### config.mk
export PLATFORM = sky130hd
export DESIGN_NAME = gpp_top
export DESIGN_NICKNAME = d
export VERILOG_FILES = /design/src/gpp_pkg.sv /design/src/gpp_sync.sv /design/src/gpp_top.sv
export SDC_FILE = /design/constraint.sdc
export NUM_CORES = 1
export LEC_CHECK = 0
export ABC_AREA = 1
export BUFFER_PORTS_ARGS = -buffer_cell sky130_fd_sc_hd__buf_2
export CAP_MARGIN = 20
export CELL_PAD_IN_SITES_DETAIL_PLACEMENT = 0
export CELL_PAD_IN_SITES_GLOBAL_PLACEMENT = 2
export CORE_ASPECT_RATIO = 1.25
export CORE_MARGIN = 3
export CORE_UTILIZATION = 31
export CTS_CLUSTER_DIAMETER = 30
export DETAILED_ROUTE_END_ITERATION = 10
export GPL_ROUTABILITY_DRIVEN = 0
export PLACE_DENSITY_LB_ADDON = 0.25
export SLEW_MARGIN = 5
export SYNTH_ARGS = -nofsm -noshare
export SYNTH_HDL_FRONTEND = slang
export SYNTH_HIERARCHICAL = 1
export SYNTH_SLANG_ARGS = --single-unit
### constraint.sdc
create_clock -name clk_i -period 2.25 [get_ports clk_i]
set_input_delay 0.225 -clock clk_i [delete_from_list [all_inputs] [get_ports clk_i]]
set_output_delay 0.225 -clock clk_i [all_outputs]
set_load 0.02 [all_outputs]
### src/gpp_pkg.sv
// Package with register map, field positions and sizes of the parallel port block
package gpp_pkg;
  localparam int PORT_CNT    = 4;
  localparam int PORT_W      = 8;
  localparam int PIN_CNT     = 32;
  localparam int PIN_CNT_SML = 28;
  localparam int ADR_W       = 8;
  // Register byte offsets, one word per port per control kind
  localparam logic [7:0] DATA_OFS  = 8'h00;
  localparam logic [7:0] DIR_OFS   = 8'h10;
  localparam logic [7:0] PULL_OFS  = 8'h20;
  localparam logic [7:0] SLEW_OFS  = 8'h30;
  localparam logic [7:0] OUTV_OFS  = 8'h40;
  localparam logic [7:0] INFO_OFS  = 8'h50;
  localparam int          KIND_LSB = 4;
  localparam int          PORT_LSB = 2;
  // Reset values
  localparam logic [7:0] DATA_RST = 8'h00;
  localparam logic [7:0] DIR_RST  = 8'h00;
  localparam logic [7:0] PULL_RST = 8'h00;
  localparam logic [7:0] SLEW_RST = 8'h00;
  // Output-only pin: first port, bit two
  localparam int          OUT_ONLY_PORT = 0;
  localparam int          OUT_ONLY_BIT  = 2;
  localparam logic [7:0]  OUT_ONLY_MASK = 8'h04;
  // Pins absent on the smaller variant: upper half of the last port
  localparam logic [31:0] SML_PIN_MASK = 32'h0FFF_FFFF;
  typedef enum logic [1:0] {
    GPP_BUS_IDLE,
    GPP_BUS_ACK
  } gpp_bus_e;
endpackage

### src/gpp_sync.sv
// Two-stage synchroniser bank for the pad inputs
module gpp_sync (
  input  wire logic        clk_i,
  input  wire logic        rst_i,
  input  wire logic [31:0] d_i,
  output logic      [31:0] q_o
);
  logic [31:0] meta_r;

  always_ff @(posedge clk_i) begin
    if (rst_i) begin
      meta_r <= 32'h0000_0000;
      q_o    <= 32'h0000_0000;
    end else begin
      meta_r <= d_i;
      q_o    <= meta_r;
    end
  end
endmodule

### src/gpp_top.sv
// General purpose parallel port block with classic Wishbone register slave
module gpp_top #(
  parameter bit SMALL_VARIANT = 1'b0
) (
  input  wire logic        clk_i,
  input  wire logic        rst_i,
  // Wishbone classic slave
  input  wire logic        wb_cyc_i,
  input  wire logic        wb_stb_i,
  input  wire logic        wb_we_i,
  input  wire logic [7:0]  wb_adr_i,
  input  wire logic [3:0]  wb_sel_i,
  input  wire logic [31:0] wb_dat_i,
  output logic      [31:0] wb_dat_o,
  output logic             wb_ack_o,
  output logic             wb_err_o,
  // Pads, one bit per pin, port a in bits 7:0 up to port d in 31:24
  input  wire logic [31:0] pad_in_i,
  output logic      [31:0] pad_out_o,
  output logic      [31:0] pad_oe_o,
  output logic      [31:0] pad_pullup_o,
  output logic      [31:0] pad_slew_o,
  // Shared on-chip peripherals
  input  wire logic [31:0] periph_own_i,
  input  wire logic [31:0] periph_out_i,
  input  wire logic [31:0] periph_oe_i
);
  localparam logic [31:0] PIN_MASK = SMALL_VARIANT ? gpp_pkg::SML_PIN_MASK : 32'hFFFF_FFFF;
  // Direction bits forced set: bit two of port a is an output unless a peripheral owns it
  localparam logic [31:0] FORCE_OUT = {24'h00_0000, gpp_pkg::OUT_ONLY_MASK};

  logic [31:0] data_r;
  logic [31:0] dir_r;
  logic [31:0] pull_r;
  logic [31:0] slew_r;
  logic [31:0] pin_sync;
  logic [31:0] pin_in;
  logic [31:0] dir_eff;
  logic [31:0] rd_nxt;
  logic        hit;
  logic        req;
  logic        wr_stb;
  logic [2:0]  kind;
  logic [1:0]  port;
  logic [7:0]  wr_byte;
  logic        ack_r;
  logic        err_r;

  gpp_sync u_sync (
    .clk_i (clk_i),
    .rst_i (rst_i),
    .d_i   (pad_in_i),
    .q_o   (pin_sync)
  );

  // Output-only pin has no input path; absent pins read zero
  assign pin_in  = pin_sync & PIN_MASK & ~FORCE_OUT;
  assign dir_eff = (dir_r | FORCE_OUT) & PIN_MASK;

  // Bus decode: a single aligned word per port, byte lane 0 only carries data
  assign req     = wb_cyc_i & wb_stb_i & ~ack_r & ~err_r;
  assign kind    = wb_adr_i[6:4];
  assign port    = wb_adr_i[3:2];
  assign hit     = (wb_adr_i[1:0] == 2'b00) & (kind <= 3'h5) & ~wb_adr_i[7];
  assign wr_stb  = req & hit & wb_we_i & wb_sel_i[0];
  assign wr_byte = wb_dat_i[7:0];

  // Read mux: data kind returns pin level, not the output latch
  always_comb begin
    rd_nxt = 32'h0000_0000;
    case (kind)
      3'h0:    rd_nxt[7:0] = pin_in[port*8 +: 8];
      3'h1:    rd_nxt[7:0] = dir_eff[port*8 +: 8];
      3'h2:    rd_nxt[7:0] = pull_r[port*8 +: 8];
      3'h3:    rd_nxt[7:0] = slew_r[port*8 +: 8];
      3'h4:    rd_nxt[7:0] = data_r[port*8 +: 8];
      3'h5:    rd_nxt = {24'h00_0000, SMALL_VARIANT ? 8'(gpp_pkg::PIN_CNT_SML)
                                                    : 8'(gpp_pkg::PIN_CNT)};
      default: rd_nxt = 32'h0000_0000;
    endcase
  end

  // Per-port register storage, reset to inputs with pullups and slew off
  genvar g;
  generate
    for (g = 0; g < gpp_pkg::PORT_CNT; g++) begin : g_port
      always_ff @(posedge clk_i) begin
        if (rst_i) begin
          data_r[g*8 +: 8] <= gpp_pkg::DATA_RST;
          dir_r[g*8 +: 8]  <= gpp_pkg::DIR_RST;
          pull_r[g*8 +: 8] <= gpp_pkg::PULL_RST;
          slew_r[g*8 +: 8] <= gpp_pkg::SLEW_RST;
        end else if (wr_stb && port == 2'(g)) begin
          case (kind)
            3'h0:    data_r[g*8 +: 8] <= wr_byte;
            3'h1:    dir_r[g*8 +: 8]  <= wr_byte;
            3'h2:    pull_r[g*8 +: 8] <= wr_byte;
            3'h3:    slew_r[g*8 +: 8] <= wr_byte;
            3'h4:    data_r[g*8 +: 8] <= wr_byte;
            default: ;
          endcase
        end
      end
    end
  endgenerate

  // One-cycle answer; ack drops the cycle after it was given
  always_ff @(posedge clk_i) begin
    if (rst_i) begin
      ack_r    <= 1'b0;
      err_r    <= 1'b0;
      wb_dat_o <= 32'h0000_0000;
    end else begin
      ack_r    <= req & hit;
      err_r    <= req & ~hit;
      wb_dat_o <= (req & hit & ~wb_we_i) ? rd_nxt : 32'h0000_0000;
    end
  end
  assign wb_ack_o = ack_r;
  assign wb_err_o = err_r;

  // Pad drive: a peripheral that owns a pin overrides the port; release hands back
  always_ff @(posedge clk_i) begin
    if (rst_i) begin
      pad_out_o    <= 32'h0000_0000;
      pad_oe_o     <= 32'h0000_0000;
      pad_pullup_o <= 32'h0000_0000;
      pad_slew_o   <= 32'h0000_0000;
    end else begin
      pad_out_o    <= ((periph_own_i & periph_out_i) | (~periph_own_i & data_r)) & PIN_MASK;
      pad_oe_o     <= ((periph_own_i & periph_oe_i) | (~periph_own_i & dir_eff)) & PIN_MASK;
      // Pullup only on an undriven pin, so it never fights an output
      pad_pullup_o <= pull_r & ~((periph_own_i & periph_oe_i) | (~periph_own_i & dir_eff))
                      & PIN_MASK;
      pad_slew_o   <= slew_r & PIN_MASK;
    end
  end
endmodule

==> metrics.cfg <==
[clocking]
cts_buffer_depth = 3
cts_max_level = 3
cts_sinks = 327
cts_made_buffers = 74
cts_root_buf = clkbuf_16
clock_latency_ns = 0.58
cts_setup_buffers = 0
cts_tree = built
clkSlewWorstSetupHoldPaths_ns = 0.05

[synthesis]
synthesis.area_um2 = 12300
synth_warnings = 6
syn-instance-count = 1581
avgSynthCellArea_um2 = 7.78

[route]
avgRoutedWirePerCell_um = 16.6
final_antenna_net_count = 0
vias = 11808
vias_per_cell = 4.57
drcViolationCount = 0
drt-total-wl_um = 42900
drt_iter0_drc = 738
first_pass_iters = 5

[floorplanning]
die_area_um2 = 42100
initial_core_util = 0.318
core_area_um2 = 38600
io_pins = 339
die_y_um = 229
fp.dieW_um = 184
std_cell_rows = 80

[setup_path]
arrival_ns = 2.32
crit_type = reg -> reg
startpoint_type = flip-flop
cp_cell_sequence = nor2_1 > nand3_1 > nor2_2 > nand3_4 > nor2_4 > nand2_1 > nand2_1 > a21oi_1
worst_path_most_repeated_cell = nand2_1
cp_max_fo = 12
end_kind = flip-flop
cpLargestDelayFamily = simple AND/OR/NAND/NOR gates
r2r_slack_ns = 0.34
critPathMaxStageDelay_ns = 0.32
slowest_stage = nand2_1
path_buf_inv = 0
required_ns = 2.66

[cells_and_area]
area_delta_synth_final_pct = 49.1
stdcell_area_um2 = 18300
fin_nets = 2208
multi_input_area_um2 = 4570
fillers = 3906
ff_latch_area_um2 = 6550
drive_above_1_share = 0.225

[sta]
setup_ws_ns = 0.340
hold_ws_ns = 0.0391
slew_violations = 0
setup_tns_ns = 0
relSlewSlack = 0.432
min_period_over_period = 0.849
setup_violations = 0
hold_viol = 0
fin_skew_ns = 0.0192
fmax_ghz = 0.524
tightest_slew_ns = 0.852
rsz0062_at_grt = false
period_needed_ns = 1.91

[pwr]
p_total_mw = 18.8
power.leakage_nw = 8.06
vdd.ir_drop.worst_v = 0.000609
p_per_area_nw_per_um2 = 1020

[global_routing]
grt.total_usage = 0.201
antenna_found_initial = 4
grt_pass1_wl_um = 66000
overflow = 0
first_global_vias = 11886
grt_max_degree = 183

[placement]
dpl.hpwl_um = 28700
placedInstanceArea_um2 = 14100
dpl_worst_slack_ns = 0.257
port_buffers = 286

[hold_path]
hp-class = in -> reg

[job]
cap_violations = 0

[outcome]
status = complete, no violations

==> timing repair <==
| action | in CTS | in global routing |
|---|---|---|
| resized for setup | 0 | 0 |
| hold endpoints to repair | 139 | 0 |
| hold buffers | 144 | 0 |
==> layout by cell type, fill, tap and decap left out, types with 5 or more instances in the layout <==
cell type	instances
clkbuf_1	5
inv_1	156
nand2_1	300
conb_1	24
nor2_4	6
mux2i_1	24
dlygate4sd3_1	144
bufinv_16	17
clkinv_2	13
nor2_1	214
buf_4	32
dfxtp_1	327
nand3_1	166
buf_2	285
buf_12	6
a21oi_1	171
nand4_1	7
clkbuf_16	76
o21ai_0	62
clkinvlp_4	7
clkinv_4	5
inv_6	6
==> tightest hold or removal path, stage by stage <==
cell and delay (ns):
buf_2 0.08, mux2i_1 0.16, nor2_1 0.12
==> state kept, by name, indices dropped and copies added (netlist names) <==
signal	cells
pull_r	32
u_sync/meta_r	31
pad_out_o	32
wb_err_o	1
pad_oe_o	32
u_sync/q_o	31
dir_eff	31
data_r	32
wb_ack_o	1
pad_pullup_o	32
slew_r	32
wb_dat_o	8
pad_slew_o	32
==> power breakdown <==
| part | total [mW] | leakage [nW] | internal [mW] | switching (mW) |
|---|---|---|---|---|
| clock network | 11.8 | 1.33 | 8.27 | 3.49 |
| registers | 5.94 | 2.66 | 5.92 | 0.0265 |
| logic | 1.05 | 4.07 | 0.431 | 0.621 |
| total | 18.8 | 8.06 | 14.6 | 4.13 |
==> path summary, 6_finish.rpt <==
| kind | start | to | depth (start not counted) |
|---|---|---|---|
| max | wb_ack_o$_SDFF_PP0_ | dir_eff[8]$_SDFFE_PP0P_ | 8 |
| max reg2reg | wb_ack_o$_SDFF_PP0_ | dir_eff[8]$_SDFFE_PP0P_ | 8 |
| min | periph_oe_i[15] | pad_oe_o[15]$_SDFF_PP0_ | 3 |
| min reg2reg | u_sync/meta_r[30]$_SDFF_PP0_ | u_sync/q_o[30]$_SDFF_PP0_ | 2 |
==> routing by layer <==
metal  track usage  vias to the layer above  wire, um
met5             0                        -        24
met4        0.0844                        4      1170
met3        0.0395                       63      2500
met2         0.341                      380     20800
met1         0.249                     5418     18400
li1              -                     5943         -
==> stage by stage <==
step                std cells  utilization
floorplan                1604            -
global placement         2303        0.366
detailed placement       2303        0.366
CTS                      2583        0.474
global route             2585        0.474
finish                   2585        0.474
==> cell type report <==
type / count / share of cell area
Sequential cell: 327 / 0.357
Clock inverter: 51 / 0.0422
Multi-Input combinational cell: 1000 / 0.249
Clock buffer: 85 / 0.108
Antenna cell: 2 / 0.000273
Inverter: 160 / 0.0328
Timing Repair Buffer: 468 / 0.177
Tap cell: 492 / 0.0336
No activity file was read; power rests on OpenSTA's default activity.
